### src/hb_params.svh
// Constants of the H-bridge gate control and fault diagnosis block
`ifndef HB_PARAMS_SVH
`define HB_PARAMS_SVH

`define HB_AW 5
`define HB_DW 32
`define HB_ADDR_DEAD_TIME 5'h00
`define HB_ADDR_SHORT_FILTER 5'h04
`define HB_ADDR_STATUS 5'h08
`define HB_ADDR_MASK 5'h0c
`define HB_ADDR_STATE 5'h10

`define HB_CFG_W 8
`define HB_EV_W 4
`define HB_EV_BAT_UV 0
`define HB_EV_VDD_UV 1
`define HB_EV_OVER_TEMP 2
`define HB_EV_SHORT 3

`define HB_DT_RESET 8'h0a
`define HB_FLT_RESET 8'h04
`define HB_MASK_RESET 4'h0
`define HB_STATUS_RESET 4'h0

`define HB_CLK_NS 50
`define HB_VDD_FILT_NS 2000
`define HB_VDD_FILT_CYC ((`HB_VDD_FILT_NS + `HB_CLK_NS - 1) / `HB_CLK_NS)
`define HB_VDD_CNT_W 6

`endif

### src/hb_pkg.sv
// Types of the H-bridge gate control and fault diagnosis block
`include "hb_params.svh"

package hb_pkg;

    typedef enum logic {
        BUS_IDLE,
        BUS_ANSWER
    } hb_bus_e;

    typedef struct packed {
        hb_bus_e bus;
        logic waitreq;
        logic [`HB_DW-1:0] rdata;
        logic [`HB_CFG_W-1:0] dt_cfg;
        logic [`HB_CFG_W-1:0] flt_cfg;
        logic [`HB_EV_W-1:0] status;
        logic [`HB_EV_W-1:0] mask;
        logic irq;
        logic high_a;
        logic high_b;
        logic low_a;
        logic low_b;
        logic [`HB_CFG_W-1:0] dt_cnt_a;
        logic [`HB_CFG_W-1:0] dt_cnt_b;
        logic [`HB_CFG_W-1:0] short_cnt;
        logic short_flag;
        logic bat_uv;
        logic over_temp;
        logic [`HB_VDD_CNT_W-1:0] vdd_cnt;
        logic vdd_low;
        logic diag_a;
        logic diag_b;
        logic cp_stop;
    } hb_state_s;

endpackage
### src/hb_gate_ctrl.sv
// H-bridge gate control with dead time, fault diagnosis and register slave
// How it works
// - Mode select high: enable routes inputs a,b,c,d to high a,b, low a,b.
// - Dead time from software setting separates turn-off and opposite turn-on.
// - No fault: diagnosis flag a high, flag b low.
// - Battery or logic-supply undervoltage: both diagnosis flags low.
// - Overtemperature: both diagnosis flags high.
// - Short circuit: diagnosis flag a low, flag b high.
// - Priority: undervoltage, then overtemperature, then short circuit.
// - Battery undervoltage sets at detect level, clears only at release level.
// - Fault select low: battery undervoltage forces all gates low.
// - Fault select high: gates keep normal control in battery undervoltage.
// - Logic supply low resets logic, gates low, charge pump stopped.
// - Logic supply low indication is filtered against chattering.
// - Overtemperature sets above upper threshold, clears below lower one.
// - Overtemperature changes only diagnosis flags and its status bit, never the gates.
// - Short flagged with fault select low forces gates low; high keeps them.
// - Qualified short must persist one cycle longer than the filter setting before it is flagged.
// - Each short comparator is qualified by the opposite gate of its half-bridge.
// - Mode select low: rotation, brake and PWM inputs drive the gates.
`timescale 1ns/1ps
`default_nettype none
`include "hb_params.svh"

module hb_gate_ctrl (
    input wire logic core_clk,
    input wire logic rst_n,
    input wire logic [`HB_AW-1:0] avs_address,
    input wire logic avs_read,
    input wire logic avs_write,
    input wire logic [`HB_DW-1:0] avs_writedata,
    input wire logic [3:0] avs_byteenable,
    output logic [`HB_DW-1:0] avs_readdata,
    output logic avs_waitrequest,
    output logic irq,
    input wire logic control_mode_select,
    input wire logic fault_response_select,
    input wire logic driver_enable,
    input wire logic direct_input_a,
    input wire logic direct_input_b,
    input wire logic direct_input_c,
    input wire logic direct_input_d,
    input wire logic seq_rotate_right,
    input wire logic seq_rotate_left,
    input wire logic seq_brake,
    input wire logic seq_pwm_high,
    input wire logic seq_pwm_low,
    input wire logic short_sense_a_high,
    input wire logic short_sense_b_high,
    input wire logic short_sense_a_low,
    input wire logic short_sense_b_low,
    input wire logic battery_supply_below_detect,
    input wire logic battery_supply_above_release,
    input wire logic logic_supply_low,
    input wire logic die_temp_above_upper,
    input wire logic die_temp_below_lower,
    output logic high_gate_a,
    output logic high_gate_b,
    output logic low_gate_a,
    output logic low_gate_b,
    output logic diag_flag_a,
    output logic diag_flag_b,
    output logic charge_pump_stop
);

    hb_pkg::hb_state_s st_reg;
    hb_pkg::hb_state_s st_next;

    // One half-bridge step: returns {high, low, dead time count}
    function automatic logic [`HB_CFG_W+1:0] hb_half_step(
        input logic want_h,
        input logic want_l,
        input logic on_h,
        input logic on_l,
        input logic [`HB_CFG_W-1:0] cnt,
        input logic [`HB_CFG_W-1:0] dt
    );
        logic [`HB_CFG_W+1:0] res;
        res = {1'b0, 1'b0, cnt};
        // Gap counter also blocks re-enabling the same switch
        if ((on_h && !want_h) || (on_l && !want_l))
        begin
            // Turn-off is immediate; the gap starts here
            res = {1'b0, 1'b0, dt};
        end
        else if (on_h || on_l)
        begin
            res = {on_h, on_l, cnt};
        end
        else if (cnt != '0)
        begin
            res = {1'b0, 1'b0, cnt - 1'b1};
        end
        else
        begin
            // Never both at once, even if asked
            res = {want_h && !want_l, want_l && !want_h, cnt};
        end
        return res;
    endfunction

    // Register read decode
    function automatic logic [`HB_DW-1:0] hb_read(
        input logic [`HB_AW-1:0] addr,
        input hb_pkg::hb_state_s s
    );
        logic [`HB_DW-1:0] d;
        d = '0;
        case (addr)
            `HB_ADDR_DEAD_TIME: d[`HB_CFG_W-1:0] = s.dt_cfg;
            `HB_ADDR_SHORT_FILTER: d[`HB_CFG_W-1:0] = s.flt_cfg;
            `HB_ADDR_STATUS: d[`HB_EV_W-1:0] = s.status;
            `HB_ADDR_MASK: d[`HB_EV_W-1:0] = s.mask;
            `HB_ADDR_STATE: d[11:0] = {s.low_b, s.low_a, s.high_b, s.high_a,
                                        2'b00, s.diag_b, s.diag_a,
                                        s.short_flag, s.over_temp, s.vdd_low,
                                        s.bat_uv};
            default: d = '0;
        endcase
        return d;
    endfunction

    logic want_ha;
    logic want_hb;
    logic want_la;
    logic want_lb;
    logic gate_kill;
    logic short_hit;
    logic [`HB_CFG_W+1:0] step_a;
    logic [`HB_CFG_W+1:0] step_b;
    logic [`HB_EV_W-1:0] ev;
    logic [`HB_EV_W-1:0] clr;

    always_comb
    begin
        st_next = st_reg;
        ev = '0;
        clr = '0;
        want_ha = 1'b0;
        want_hb = 1'b0;
        want_la = 1'b0;
        want_lb = 1'b0;

        // Logic supply chatter filter: level must hold the whole window
        if (logic_supply_low == st_reg.vdd_low)
        begin
            st_next.vdd_cnt = '0;
        end
        else if (st_reg.vdd_cnt == `HB_VDD_CNT_W'(`HB_VDD_FILT_CYC - 1))
        begin
            st_next.vdd_cnt = '0;
            st_next.vdd_low = logic_supply_low;
        end
        else
        begin
            st_next.vdd_cnt = st_reg.vdd_cnt + 1'b1;
        end

        // Hysteresis comes from two comparators; set wins if both
        if (battery_supply_below_detect)
        begin
            st_next.bat_uv = 1'b1;
        end
        else if (battery_supply_above_release)
        begin
            st_next.bat_uv = 1'b0;
        end

        if (die_temp_above_upper)
        begin
            st_next.over_temp = 1'b1;
        end
        else if (die_temp_below_lower)
        begin
            st_next.over_temp = 1'b0;
        end

        // Requested gates by control mode
        if (control_mode_select)
        begin
            if (driver_enable
                && !(direct_input_a && direct_input_c)
                && !(direct_input_b && direct_input_d))
            begin
                want_ha = direct_input_a;
                want_hb = direct_input_b;
                want_la = direct_input_c;
                want_lb = direct_input_d;
            end
        end
        else if (driver_enable)
        begin
            // Brake wins; both rotations together is treated as stop
            if (seq_brake)
            begin
                want_la = seq_pwm_low;
                want_lb = seq_pwm_low;
            end
            else if (seq_rotate_right && !seq_rotate_left)
            begin
                want_ha = seq_pwm_high;
                want_lb = 1'b1;
            end
            else if (seq_rotate_left && !seq_rotate_right)
            begin
                want_hb = seq_pwm_high;
                want_la = 1'b1;
            end
        end

        // Over temperature deliberately absent from the kill term
        gate_kill = !fault_response_select
            && (st_reg.bat_uv || st_reg.short_flag);
        // Kill acts on registered flags, one edge after the fault is seen
        if (gate_kill)
        begin
            want_ha = 1'b0;
            want_hb = 1'b0;
            want_la = 1'b0;
            want_lb = 1'b0;
        end

        // Both half-bridges share one dead time setting
        step_a = hb_half_step(want_ha, want_la, st_reg.high_a, st_reg.low_a,
                              st_reg.dt_cnt_a, st_reg.dt_cfg);
        step_b = hb_half_step(want_hb, want_lb, st_reg.high_b, st_reg.low_b,
                              st_reg.dt_cnt_b, st_reg.dt_cfg);
        st_next.high_a = step_a[`HB_CFG_W+1];
        st_next.low_a = step_a[`HB_CFG_W];
        st_next.dt_cnt_a = step_a[`HB_CFG_W-1:0];
        st_next.high_b = step_b[`HB_CFG_W+1];
        st_next.low_b = step_b[`HB_CFG_W];
        st_next.dt_cnt_b = step_b[`HB_CFG_W-1:0];

        // Short qualified by the gate that should hold the node
        short_hit = (short_sense_a_high && st_reg.low_a)
            || (short_sense_b_high && st_reg.low_b)
            || (short_sense_a_low && st_reg.high_a)
            || (short_sense_b_low && st_reg.high_b);
        // Count stops at the setting, so it cannot wrap while a short holds
        if (!short_hit)
        begin
            st_next.short_cnt = '0;
            st_next.short_flag = 1'b0;
        end
        else if (st_reg.short_cnt >= st_reg.flt_cfg)
        begin
            st_next.short_flag = 1'b1;
        end
        else
        begin
            st_next.short_cnt = st_reg.short_cnt + 1'b1;
        end

        // Internal reset while logic supply is low; bus registers survive
        if (st_reg.vdd_low)
        begin
            st_next.high_a = 1'b0;
            st_next.high_b = 1'b0;
            st_next.low_a = 1'b0;
            st_next.low_b = 1'b0;
            st_next.dt_cnt_a = '0;
            st_next.dt_cnt_b = '0;
            st_next.short_cnt = '0;
            st_next.short_flag = 1'b0;
        end
        st_next.cp_stop = st_next.vdd_low;

        // Diagnosis encoding in priority order
        if (st_next.bat_uv || st_next.vdd_low)
        begin
            st_next.diag_a = 1'b0;
            st_next.diag_b = 1'b0;
        end
        else if (st_next.over_temp)
        begin
            st_next.diag_a = 1'b1;
            st_next.diag_b = 1'b1;
        end
        else if (st_next.short_flag)
        begin
            st_next.diag_a = 1'b0;
            st_next.diag_b = 1'b1;
        end
        else
        begin
            st_next.diag_a = 1'b1;
            st_next.diag_b = 1'b0;
        end

        ev[`HB_EV_BAT_UV] = st_next.bat_uv && !st_reg.bat_uv;
        ev[`HB_EV_VDD_UV] = st_next.vdd_low && !st_reg.vdd_low;
        ev[`HB_EV_OVER_TEMP] = st_next.over_temp && !st_reg.over_temp;
        ev[`HB_EV_SHORT] = st_next.short_flag && !st_reg.short_flag;

        // Avalon slave: one wait cycle, answer in the second
        case (st_reg.bus)
            hb_pkg::BUS_IDLE:
            begin
                st_next.waitreq = 1'b1;
                if (avs_read || avs_write)
                begin
                    st_next.rdata = avs_read ? hb_read(avs_address, st_reg) : '0;
                    st_next.waitreq = 1'b0;
                    st_next.bus = hb_pkg::BUS_ANSWER;
                end
            end
            hb_pkg::BUS_ANSWER:
            begin
                // Write lands on the edge where waitrequest is seen low
                // Only lane 0 carries data; the other lanes are ignored
                if (avs_write && avs_byteenable[0])
                begin
                    case (avs_address)
                        `HB_ADDR_DEAD_TIME:
                            st_next.dt_cfg = avs_writedata[`HB_CFG_W-1:0];
                        `HB_ADDR_SHORT_FILTER:
                            st_next.flt_cfg = avs_writedata[`HB_CFG_W-1:0];
                        `HB_ADDR_STATUS:
                            clr = avs_writedata[`HB_EV_W-1:0];
                        `HB_ADDR_MASK:
                            st_next.mask = avs_writedata[`HB_EV_W-1:0];
                        default:
                            clr = '0;
                    endcase
                end
                st_next.waitreq = 1'b1;
                st_next.bus = hb_pkg::BUS_IDLE;
            end
            default:
            begin
                st_next.waitreq = 1'b1;
                st_next.bus = hb_pkg::BUS_IDLE;
            end
        endcase

        // A new event beats a clear in the same cycle
        st_next.status = (st_reg.status & ~clr) | ev;
        st_next.irq = |(st_next.status & st_next.mask);

        if (!rst_n)
        begin
            st_next = '0;
            st_next.bus = hb_pkg::BUS_IDLE;
            st_next.waitreq = 1'b1;
            st_next.dt_cfg = `HB_DT_RESET;
            st_next.flt_cfg = `HB_FLT_RESET;
            st_next.status = `HB_STATUS_RESET;
            st_next.mask = `HB_MASK_RESET;
            st_next.diag_a = 1'b1;
        end
    end

    always_ff @(posedge core_clk)
    begin
        st_reg <= st_next;
    end

    assign avs_readdata = st_reg.rdata;
    assign avs_waitrequest = st_reg.waitreq;
    assign irq = st_reg.irq;
    assign high_gate_a = st_reg.high_a;
    assign high_gate_b = st_reg.high_b;
    assign low_gate_a = st_reg.low_a;
    assign low_gate_b = st_reg.low_b;
    assign diag_flag_a = st_reg.diag_a;
    assign diag_flag_b = st_reg.diag_b;
    assign charge_pump_stop = st_reg.cp_stop;

endmodule

`default_nettype wire

### config.mk
export PLATFORM = sky130hd
export DESIGN_NAME = hb_gate_ctrl
export DESIGN_NICKNAME = d
export VERILOG_FILES = /design/src/hb_pkg.sv /design/src/hb_gate_ctrl.sv
export VERILOG_INCLUDE_DIRS = /design/src
export SDC_FILE = /design/constraint.sdc
export NUM_CORES = 1
export LEC_CHECK = 0
export BUFFER_PORTS_ARGS = -buffer_cell sky130_fd_sc_hd__buf_2
export CAP_MARGIN = 20
export CORE_AREA = 5 5 92 94
export CTS_BUF_LIST = sky130_fd_sc_hd__clkbuf_16
export DETAILED_ROUTE_END_ITERATION = 10
export DIE_AREA = 0 0 97 99
export PLACE_DENSITY_LB_ADDON = 0.2
export SLEW_MARGIN = 20
export SYNTH_ARGS = -nofsm -noshare
export SYNTH_HDL_FRONTEND = slang
export SYNTH_SLANG_ARGS = --single-unit
### constraint.sdc
create_clock -name core_clk -period 5.8 [get_ports core_clk]
set_input_delay 0.58 -clock core_clk [delete_from_list [all_inputs] [get_ports core_clk]]
set_output_delay 0.58 -clock core_clk [all_outputs]
set_load 0.05 [all_outputs]
==> impl_metrics.sql, run 1 <==
INSERT INTO impl_metrics (metric_group, metric, value, unit) VALUES
('die', 'initial_core_util', '0.5562', ''),
('drt', 'met1Wirelength', '4159', 'µm'),
('logic_synthesis', 'dominantRegCellSynth', 'sky130_fd_sc_hd__dfxtp_1', ''),
('critical_path', 'path_delay_family', 'compound AO/OA/AOI/OAI gates', ''),
('clock_network', 'clock_sinks', '79', ''),
('timing', 'grt_setup_unrepaired', 'false', ''),
('drt', 'routed.top_layer', 'met4', ''),
('critical_path', 'cp-end-kind', 'register', ''),
('critical_path', 'worstPathRequired', '6.05', 'ns'),
('drt', 'first_iter_violations', '176', ''),
('critical_path', 'timing.critical_path.fanout_max', '11', ''),
('pwr', 'cellPowerDensity', '366.7', 'nW/µm²'),
('critical_path', 'cp_data_arrival_time', '2.55', 'ns'),
('timing', 'slew_violations', '0', ''),
('drt', 'routedWlPerCell', '15.42', 'µm'),
('pwr', 'report.power.total', '1.724', 'mW'),
('pwr', 'irDropWorstVdd', '0.1727', 'mV'),
('grt', 'via_count_of_the_first_global_routing_pass', '3434', ''),
('die', 'row_count', '32', ''),
('timing', 'maxClockFrequency', '435.6', 'MHz'),
('timing', 'finalCriticalPeriod', '2.296', 'ns'),
('clock_network', 'clkLatencyLatePin', '0.33', 'ns'),
('timing', 'worst-slew-pin-transition', '0.8801', 'ns'),
('timing', 'skew', '0.008086', 'ns'),
('logic_synthesis', 'synthesis.area', '4209', 'µm²'),
('grt', 'grtUsageTotal', '0.2043', ''),
('clock_network', 'cts_setup_buffers', '0', ''),
('logic_synthesis', 'synth_top_area_share', '0.3757', ''),
('clock_network', 'cts_hold_repair.buffers', '0', ''),
('timing', 'finalHoldViolations', '0', ''),
('place', 'post_dp_hpwl', '7365', 'µm'),
('logic_synthesis', 'synth.top_cells.by_area', 'sky130_fd_sc_hd__dfxtp_1 38%, sky130_fd_sc_hd__nor2_1 6.7%, sky130_fd_sc_hd__mux2i_1 6.2%', ''),
('grt', 'grt_first_pass_wirelength', '16040', 'µm'),
('drt', 'postRouteAntennaNets', '0', ''),
('timing', 'setup_viol', '0', ''),
('logic_synthesis', 'number_of_synthesis_warnings', '0', ''),
('logic_synthesis', 'synthCells', '498', ''),
('logic_synthesis', 'synthesis.area_per_instance', '8.452', 'µm²'),
('clock_network', 'clockRootBuffer', 'sky130_fd_sc_hd__clkbuf_16', ''),
('die', 'design.die.area', '9603', 'µm²'),
('logic_synthesis', 'post-synth-top-area-cell', 'sky130_fd_sc_hd__dfxtp_1', ''),
('logic_synthesis', 'synth.ff_latch_count', '79', ''),
('place', 'place.gp.congestion', '0.8453', ''),
('logic_synthesis', 'synth_enable_flop_cells', '0', ''),
('cells_and_area', 'largest_register_ff_count', '58', ''),
('timing', 'fin_setup_tns', '0', 'ns'),
('critical_path', 'worst-path-buf-inv', '0', ''),
('critical_path', 'cp_slowest_cell', 'sky130_fd_sc_hd__or4_1', ''),
('critical_path', 'worstPathCellList', 'ha_1 -> a211oi_1 -> o21ai_1 -> a21o_1 -> or4_1 -> a21oi_1', ''),
('critical_path', 'regToRegSetupSlack', '3.50', 'ns'),
('critical_path', 'startpoint_types', 'register', ''),
('status', 'run_status', 'complete, no violations', ''),
('drt', 'vias', '3533', ''),
('clock_network', 'tritoncts', 'done', ''),
('run', 'drv.max_cap_violation_count', '0', ''),
('grt', 'global_route.overflow_total', '0', ''),
('timing', 'worst_slew_margin_relative_to_its_limit', '0.4120', ''),
('logic_synthesis', 'fraction_of_synthesis_flops_using_an_asynchronous_set_or_reset_pin', '0', ''),
('timing', 'layout_worst_path_cycle_share', '0.3958', ''),
('critical_path', 'criticalPathCategory', 'reg2reg', ''),
('cells_and_area', 'layout-drive-gt1-share', '0.1691', ''),
('die', 'io_pins', '107', ''),
('clock_network', 'cts-root-to-sink-buffers', '2', ''),
('cells_and_area', 'area_growth', '11.68', '%'),
('logic_synthesis', 'yosysSeqAreaShare', '0.3757', ''),
('drt', 'finalWirelength', '9959', 'µm'),
('drt', 'met3RoutedLength', '635', 'µm'),
('die', 'die_x', '97', 'µm'),
('clock_network', 'htree_levels', '3', ''),
('drt', 'post-route-drc-count', '0', ''),
('cells_and_area', 'insertedDiodeCount', '0', '');
## power breakdown
part	switching [mW]	internal, mW
Clock	0.215	0.374
Combinational	0.280	0.212
Sequential	0.0481	0.595
Total	0.543	1.18
## synth_stat cells (all sizes together), types with 4 or more instances
cell / number
or4: 5
and2: 6
inv: 26
o21ai: 11
buf: 38
mux2i: 26
or2: 5
clkbuf: 11
nor2b: 4
and3: 6
a21oi: 27
dfxtp: 79
nand2b: 8
nor3: 13
nand3: 10
a22oi: 15
ha: 14
xnor2: 11
nor2: 75
xor2: 5
nand2: 36
a211oi: 15
## layer usage
metal / vias up / GRT usage
met5: - / 0
met4: 0 / 0.05292
met3: 7 / 0.05662
met2: 120 / 0.3604
met1: 1636 / 0.2456
li1: 1770 / -
## area by class of cell
type	instances	area, µm²
Fill cell	668	2867
Clock buffer	9	225.2
Timing Repair Buffer	60	302.8
Sequential cell	79	1582
Clock inverter	7	86.33
Tap cell	102	127.6
Inverter	26	97.59
Multi-Input combinational cell	363	2280
## through the flow
step / instances / worst slack [ns] / instance area, µm² / hold slack, ns / utilization
after CTS: 646 / 3.497 / 4701 / 0.4493 / 0.6212
after detailed placement: 630 / 3.310 / 4389 / 0.4409 / 0.5800
after global placement: 630 / 3.354 / 4389 / 0.4309 / 0.5800
final: 646 / 3.504 / 4701 / 0.4426 / 0.6212
after floorplan: 517 / 3.731 / 4280 / 0.4175 / -
after global routing: 646 / 3.274 / 4701 / 0.4749 / 0.6212
## cell families (layout without fill, tap and decap cells)
kind of cell	count (synthesis)	in the layout	share of synthesized area
simple gates	188	188	0.2176
compound gates	98	98	0.1668
flops	79	79	0.3757
buf+inv	75	102	0.09958
mux	27	27	0.06451
xor+xnor	16	16	0.03329
fa+ha+maj	14	14	0.04162
other cells	1	20	0.0008909
## path summary, 6_finish.rpt
kind,startpoint,endpoint,cells after the start
setup / recovery,st_reg[16],st_reg[20],6
hold / removal,st_reg[4],st_reg[4],1
setup reg to reg,st_reg[16],st_reg[20],6
hold reg to reg,st_reg[4],st_reg[4],1
## layout by cell type, fill, tap and decap left out, types with 4 or more instances in the layout
| cell | count |
|---|---|
| sky130_fd_sc_hd__a21oi_1 | 27 |
| sky130_fd_sc_hd__dfxtp_1 | 79 |
| sky130_fd_sc_hd__nor2_1 | 75 |
| sky130_fd_sc_hd__clkbuf_16 | 9 |
| sky130_fd_sc_hd__nand2_1 | 36 |
| sky130_fd_sc_hd__or4_1 | 4 |
| sky130_fd_sc_hd__buf_2 | 59 |
| sky130_fd_sc_hd__o21ai_0 | 10 |
| sky130_fd_sc_hd__nand3_1 | 10 |
| sky130_fd_sc_hd__a22oi_1 | 14 |
| sky130_fd_sc_hd__nand2b_1 | 8 |
| sky130_fd_sc_hd__inv_1 | 26 |
| sky130_fd_sc_hd__xnor2_1 | 11 |
| sky130_fd_sc_hd__or2_2 | 4 |
| sky130_fd_sc_hd__nor3_1 | 13 |
| sky130_fd_sc_hd__a211oi_1 | 12 |
| sky130_fd_sc_hd__xor2_1 | 5 |
| sky130_fd_sc_hd__ha_1 | 14 |
| sky130_fd_sc_hd__conb_1 | 20 |
| sky130_fd_sc_hd__nor2b_1 | 4 |
| sky130_fd_sc_hd__and2_1 | 6 |
| sky130_fd_sc_hd__mux2i_1 | 26 |
| sky130_fd_sc_hd__and3_1 | 6 |
## worst register-to-register path, stage by stage (launching register included)
cell                       delay (ns)
sky130_fd_sc_hd__dfxtp_1         0.46
sky130_fd_sc_hd__ha_1            0.30
sky130_fd_sc_hd__a211oi_1        0.26
sky130_fd_sc_hd__o21ai_1         0.16
sky130_fd_sc_hd__a21o_1          0.34
sky130_fd_sc_hd__or4_1           0.54
sky130_fd_sc_hd__a21oi_1         0.16
Power figures use the tool's default switching activity.
==> run 2: changes to the inputs <==
CORE_AREA = 5 5 100 102   (was 5 5 92 94)
DIE_AREA = 0 0 105 107   (was 0 0 97 99)
clock period = 1.9 ns   (was 5.8 ns; I/O delays follow)
==> run 2 against run 1 <==
Compared with the run above: clock-buffer cell count is the same; largest cell class unchanged; sequential share of layout area shrank 3.0 points; critical path type unchanged; wire length grew 6.5%; maximum frequency grew 23%; die area grew 17%; largest power group unchanged; combinational power grew to 3.8 times the previous value; first-iteration DRC count shrank 23%; utilization shrank 4.4 points; highest routed layer unchanged.
==> impl_metrics.sql, run 2 (synthesis gave the netlist of run 1 again) <==
INSERT INTO impl_metrics (metric_group, metric, value, unit) VALUES
('critical_path', 'startpoint_types', 'register', ''),
('drt', 'vias_per_cell', '5.247', ''),
('drt', 'first_iter_violations', '135', ''),
('drt', 'vias', '3647', ''),
('clock_network', 'cts.clk_slew.worst_paths', '0.06', 'ns'),
('critical_path', 'cp_data_arrival_time', '2.14', 'ns'),
('die', 'design.die.area', '11240', 'µm²'),
('pwr', 'irDropWorstVdd', '0.5922', 'mV'),
('timing', 'worst_slew_margin_relative_to_its_limit', '0.5246', ''),
('timing', 'worst-slew-pin-transition', '0.7114', 'ns'),
('drt', 'detailedRoute.firstPassIterationCount', '4', ''),
('cells_and_area', 'layout-drive-gt1-share', '0.2894', ''),
('drt', 'routedWlPerCell', '15.27', 'µm'),
('critical_path', 'path_delay_family', 'simple AND/OR/NAND/NOR gates', ''),
('clock_network', 'htree_levels', '3', ''),
('cells_and_area', 'layout_net_count', '660', ''),
('grt', 'antenna_violations_before_repair', '0', ''),
('clock_network', 'clockRootBuffer', 'sky130_fd_sc_hd__clkbuf_16', ''),
('clock_network', 'cts_hold_repair.buffers', '0', ''),
('die', 'coreArea', '9021', 'µm²'),
('run', 'drv.max_cap_violation_count', '0', ''),
('critical_path', 'worstPathRequired', '2.17', 'ns'),
('critical_path', 'cp-end-kind', 'register', ''),
('die', 'io_pins', '107', ''),
('hold_path', 'hold_class', 'in2reg', ''),
('grt', 'pin_count_of_the_biggest_net_entering_global_routing', '20', ''),
('timing', 'grt_setup_unrepaired', 'true', ''),
('grt', 'grtUsageTotal', '0.1877', ''),
('critical_path', 'critical-path-max-stage-delay', '0.53', 'ns'),
('die', 'die_x', '105', 'µm'),
('cells_and_area', 'area_growth', '23.72', '%'),
('critical_path', 'rr_endpoint', 'st_reg[19]', ''),
('hold_path', 'hold_path_startpoint', 'die_temp_above_upper', ''),
('place', 'post_dp_hpwl', '8059', 'µm'),
('pwr', 'report.power.total', '5.638', 'mW'),
('clock_network', 'tritoncts', 'done', ''),
('critical_path', 'worst-path-buf-inv', '1', ''),
('cells_and_area', 'final_common_cell', 'sky130_fd_sc_hd__nor2_1', ''),
('timing', 'skew', '0.007874', 'ns'),
('die', 'row_count', '35', ''),
('drt', 'finalWirelength', '10610', 'µm'),
('critical_path', 'worstPathCellList', 'inv_2 -> ha_4 -> nand2b_4 -> a21oi_4 -> o21ai_2 -> a21o_1 -> or4_4 -> a21oi_2', ''),
('timing', 'fin_setup_tns', '0', 'ns'),
('place', 'dpl-instance-area', '4750', 'µm²'),
('critical_path', 'criticalPathCategory', 'reg2reg', ''),
('cells_and_area', 'most_frequent_cells_in_the_layout', '73 x sky130_fd_sc_hd__nor2_1, 66 x sky130_fd_sc_hd__dfxtp_1, 59 x sky130_fd_sc_hd__buf_2', ''),
('cells_and_area', 'insertedDiodeCount', '0', ''),
('timing', 'slew_violations', '0', ''),
('drt', 'postRouteAntennaNets', '0', ''),
('place', 'place.gp.congestion', '0.8461', ''),
('place', 'dpl_worst_slack', '-0.02990', 'ns'),
('cells_and_area', 'stdcell_area', '5207', 'µm²'),
('timing', 'finalHoldViolations', '0', ''),
('status', 'run_status', 'complete, no violations', ''),
('timing', 'final.setup.worst_slack', '0.02686', 'ns'),
('pwr', 'leakagePower', '2.238', 'nW'),
('clock_network', 'tritoncts.num_buffers', '9', ''),
('critical_path', 'worstReg2RegStart', 'st_reg[13]', ''),
('hold_path', 'hold_end', 'st_reg[10]', ''),
('clock_network', 'cts-root-to-sink-buffers', '2', ''),
('die', 'initial_core_util', '0.4666', ''),
('timing', 'layout_worst_path_cycle_share', '0.9859', ''),
('drt', 'post-route-drc-count', '0', ''),
('cells_and_area', 'post-route-util', '0.5773', ''),
('grt', 'via_count_of_the_first_global_routing_pass', '3579', ''),
('hold_path', 'worst_hold_path.num_cells', '3', ''),
('pwr', 'cellPowerDensity', '1083', 'nW/µm²'),
('grt', 'global_route.overflow_total', '0', ''),
('place', 'port_buffers', '59', ''),
('clock_network', 'clkLatencyLatePin', '0.33', 'ns'),
('critical_path', 'timing.critical_path.fanout_max', '6', ''),
('timing', 'finalCriticalPeriod', '1.873', 'ns'),
('die', 'floorplan.die.height', '107', 'µm'),
('timing', 'setup_viol', '0', ''),
('cells_and_area', 'largest_register_ff_count', '58', ''),
('critical_path', 'reg2reg_depth', '8', ''),
('critical_path', 'regToRegSetupSlack', '0.03', 'ns'),
('clock_network', 'clock_sinks', '79', ''),
('timing', 'maxClockFrequency', '533.9', 'MHz'),
('critical_path', 'cp_slowest_cell', 'sky130_fd_sc_hd__or4_4', ''),
('grt', 'grt_first_pass_wirelength', '17210', 'µm');
run 2: layout make-up:
| type | count | area, µm² |
|---|---|---|
| Tap cell | 111 | 138.9 |
| Sequential cell | 79 | 1598 |
| Clock inverter | 6 | 86.33 |
| Multi-Input combinational cell | 363 | 2426 |
| Clock buffer | 9 | 225.2 |
| Inverter | 26 | 97.59 |
| Fill cell | 813 | 3814 |
| Timing Repair Buffer | 101 | 635.6 |
run 2: routing by layer:
layer  share of wire  global-route usage  vias to the layer above
li1                -                   -                     1850
met1            0.45              0.2397                     1704
met2            0.49              0.3179                       82
met3           0.054             0.04816                       11
met4           0.010             0.04384                        0
met5               0                   0                        -
run 2: stage by stage:
stage | instances | hold WS (ns)
after floorplan | 517 | 0.3188
after CTS | 693 | 0.1093
after detailed placement | 677 | 0.4368
after global placement | 677 | 0.4333
after global routing | 695 | 0.1310
final | 695 | 0.1259
run 2: worst min-delay path: stages:
cell and delay, ns:
sky130_fd_sc_hd__buf_2 0.09, sky130_fd_sc_hd__a21oi_1 0.06, sky130_fd_sc_hd__nor2_1 0.08
run 2: what timing repair did:
action | 4_1_cts | 5_1_grt
resized for setup | 7 | 21
buffers inserted | 1 | 2
pin swaps | 3 | 9
setup endpoints to repair | 2 | 17
run 2: how the worst max path moves through the flow:
| stage | startpoint | to | slack [ns] | cells after the start |
|---|---|---|---|---|
| floorplan | st_reg[56] | st_reg[19] | -0.01 | 8 |
| global placement | seq_rotate_left | st_reg[27] | -0.02 | 7 |
| detailed placement | seq_rotate_left | st_reg[27] | -0.03 | 7 |
| CTS | st_reg[13] | st_reg[19] | -0.003 | 8 |
| global route | st_reg[13] | st_reg[19] | -0.08 | 8 |
| finish | st_reg[13] | st_reg[19] | 0.03 | 8 |
run 2: report_power, final:
| group | internal (mW) | switching [mW] |
|---|---|---|
| registers | 1.82 | 0.151 |
| clock network | 1.14 | 0.666 |
| logic | 0.903 | 0.955 |
==> run 3: changes to the inputs <==
CORE_AREA = 5 5 115 90   (was 5 5 100 102)
DIE_AREA = 0 0 120 95   (was 0 0 105 107)
REMOVE_ABC_BUFFERS = 1   (was default)
SLEW_MARGIN = default   (was 20)
==> run 3 against run 2 <==
Compared with the run above: setup slack worse by 0.054 ns; highest routed layer unchanged; critical endpoint is now st_reg[18]; maximum frequency is 2.8% lower; clock power is 2% lower; first-iteration DRC count is 59% higher; combinational power hardly changed; design area is 0.55% higher; largest power group unchanged; the run now ends with negative setup slack left.
==> impl_metrics.sql, run 3 (synthesis gave the netlist of run 1 again) <==
INSERT INTO impl_metrics (metric_group, metric, value, unit) VALUES
('drt', 'post-route-drc-count', '0', ''),
('cells_and_area', 'post-route-util', '0.5649', ''),
('cells_and_area', 'final_common_cell', 'sky130_fd_sc_hd__nor2_1', ''),
('critical_path', 'criticalPathCategory', 'reg2reg', ''),
('drt', 'detailedRoute.firstPassIterationCount', '5', ''),
('grt', 'grtUsageTotal', '0.1960', ''),
('die', 'die_x', '120', 'µm'),
('critical_path', 'startpoint_types', 'register', ''),
('run', 'drv.max_cap_violation_count', '0', ''),
('critical_path', 'cp_data_arrival_time', '2.19', 'ns'),
('timing', 'skew', '0.005153', 'ns'),
('timing', 'grt_setup_unrepaired', 'true', ''),
('grt', 'global_route.overflow_total', '0', ''),
('pwr', 'leakagePower', '2.274', 'nW'),
('drt', 'vias_per_cell', '5.302', ''),
('drt', 'finalWirelength', '11030', 'µm'),
('cells_and_area', 'multi_input_area', '2412', 'µm²'),
('timing', 'maxClockFrequency', '518.8', 'MHz'),
('clock_network', 'cts_hold_repair.buffers', '0', ''),
('cells_and_area', 'final-seq-area', '1593', 'µm²'),
('pwr', 'cellPowerDensity', '1077', 'nW/µm²'),
('timing', 'finalHoldViolations', '0', ''),
('grt', 'via_count_of_the_first_global_routing_pass', '3553', ''),
('place', 'port_buffers', '59', ''),
('timing', 'fin_setup_tns', '-0.02735', 'ns'),
('cells_and_area', 'largest_register_ff_count', '58', ''),
('clock_network', 'htree_levels', '3', ''),
('timing', 'setup_viol', '1', ''),
('drt', 'first_iter_violations', '215', ''),
('critical_path', 'timing.critical_path.fanout_max', '6', ''),
('timing', 'finalCriticalPeriod', '1.927', 'ns'),
('timing', 'layout_worst_path_cycle_share', '1.014', ''),
('clock_network', 'tritoncts.num_buffers', '9', ''),
('clock_network', 'clock_sinks', '79', ''),
('hold_path', 'hold_class', 'in2reg', ''),
('clock_network', 'cts-root-to-sink-buffers', '2', ''),
('timing', 'worst-slew-pin-transition', '0.6427', 'ns'),
('clock_network', 'clockRootBuffer', 'sky130_fd_sc_hd__clkbuf_16', ''),
('cells_and_area', 'insertedDiodeCount', '0', ''),
('die', 'floorplan.die.height', '95', 'µm'),
('timing', 'worst_slew_margin_relative_to_its_limit', '0.5705', ''),
('grt', 'antenna_violations_before_repair', '0', ''),
('cells_and_area', 'filler_cell_count', '860', ''),
('cells_and_area', 'layout-drive-gt1-share', '0.2860', ''),
('clock_network', 'cts.clk_slew.worst_paths', '0.06', 'ns'),
('critical_path', 'cp-end-kind', 'register', ''),
('clock_network', 'tritoncts', 'done', ''),
('drt', 'routedWlPerCell', '15.62', 'µm'),
('die', 'row_count', '31', ''),
('drt', 'vias', '3743', ''),
('status', 'run_status', 'finished with violations', ''),
('timing', 'slew_violations', '0', ''),
('status', 'failing_checks', 'negative setup slack', ''),
('die', 'design.die.area', '11400', 'µm²'),
('drt', 'postRouteAntennaNets', '0', ''),
('timing', 'final.setup.worst_slack', '-0.02735', 'ns'),
('cells_and_area', 'area_growth', '24.41', '%'),
('clock_network', 'clkLatencyLatePin', '0.33', 'ns'),
('grt', 'pin_count_of_the_biggest_net_entering_global_routing', '34', ''),
('place', 'post_dp_hpwl', '8276', 'µm'),
('cells_and_area', 'layout_net_count', '666', ''),
('critical_path', 'worstPathRequired', '2.17', 'ns'),
('die', 'io_pins', '107', ''),
('die', 'coreArea', '9270', 'µm²'),
('place', 'place.gp.congestion', '0.8456', ''),
('pwr', 'irDropWorstVdd', '0.6346', 'mV'),
('grt', 'grt_first_pass_wirelength', '17510', 'µm'),
('die', 'initial_core_util', '0.4540', ''),
('cells_and_area', 'most_frequent_cells_in_the_layout', '75 x sky130_fd_sc_hd__nor2_1, 70 x sky130_fd_sc_hd__dfxtp_1, 59 x sky130_fd_sc_hd__buf_2', '');
-- run 3: timing repair --
item | CTS | global route
setup endpoints to repair | 5 | 15
pin swaps | 8 | 14
gates resized for setup | 9 | 28
setup buffers | 1 | 4
-- run 3: cell type report --
type / count / area share
multi-input combinational: 363 / 0.4607
sequential: 79 / 0.3042
timing repair buffer: 107 / 0.1307
clock buffer: 9 / 0.04301
tap: 115 / 0.02748
inverter: 26 / 0.01864
clock inverter: 7 / 0.01529
-- run 3: worst max-delay path: stages, from the launching register on --
cell and delay [ns]:
sky130_fd_sc_hd__dfxtp_2 0.34, sky130_fd_sc_hd__inv_2 0.05, sky130_fd_sc_hd__ha_4 0.20, sky130_fd_sc_hd__nand2b_4 0.13, sky130_fd_sc_hd__a21oi_2 0.14, sky130_fd_sc_hd__o21ai_2 0.07
sky130_fd_sc_hd__a21o_1 0.25, sky130_fd_sc_hd__or4_4 0.54, sky130_fd_sc_hd__a21oi_2 0.13
-- run 3: where the power goes --
group,internal (mW),switching [mW]
registers,1.82,0.163
clock network,1.13,0.641
logic,0.921,0.961
total,3.87,1.77
-- run 3: routing by layer --
| metal | GRT usage | routed length, µm | vias to the layer above | part of all wire |
|---|---|---|---|---|
| li1 | - | - | 1863 | - |
| met1 | 0.2666 | 5198 | 1759 | 0.47 |
| met2 | 0.3062 | 5010 | 112 | 0.45 |
| met3 | 0.05150 | 722 | 9 | 0.065 |
| met4 | 0.05910 | 98 | 0 | 0.0089 |
| met5 | 0 | 0 | - | 0 |
-- run 3: worst paths after layout --
path                                        from         end  slack (ns)  cells past startpoint
worst max register to register        st_reg[13]  st_reg[18]       -0.03                      8
worst min register to register         st_reg[4]   st_reg[4]        0.45                      1
worst min-delay path            avs_writedata[4]  st_reg[54]        0.11                      3
worst max-delay path                  st_reg[13]  st_reg[18]       -0.03                      8
-- run 3: metrics by stage --
stage / power (mW) / instance area [µm²] / hold WS [ns] / std cells / setup slack [ns]
floorplan: 3.184 / 3959 / 0.2519 / 468 / -0.1204
global placement: 3.621 / 4746 / 0.4274 / 685 / -0.08506
detailed placement: 3.650 / 4746 / 0.4392 / 685 / -0.1240
CTS: 5.455 / 5115 / 0.1049 / 702 / 0.0003484
global route: 5.964 / 5236 / 0.1197 / 706 / -0.09465
finish: 5.638 / 5236 / 0.1117 / 706 / -0.02735
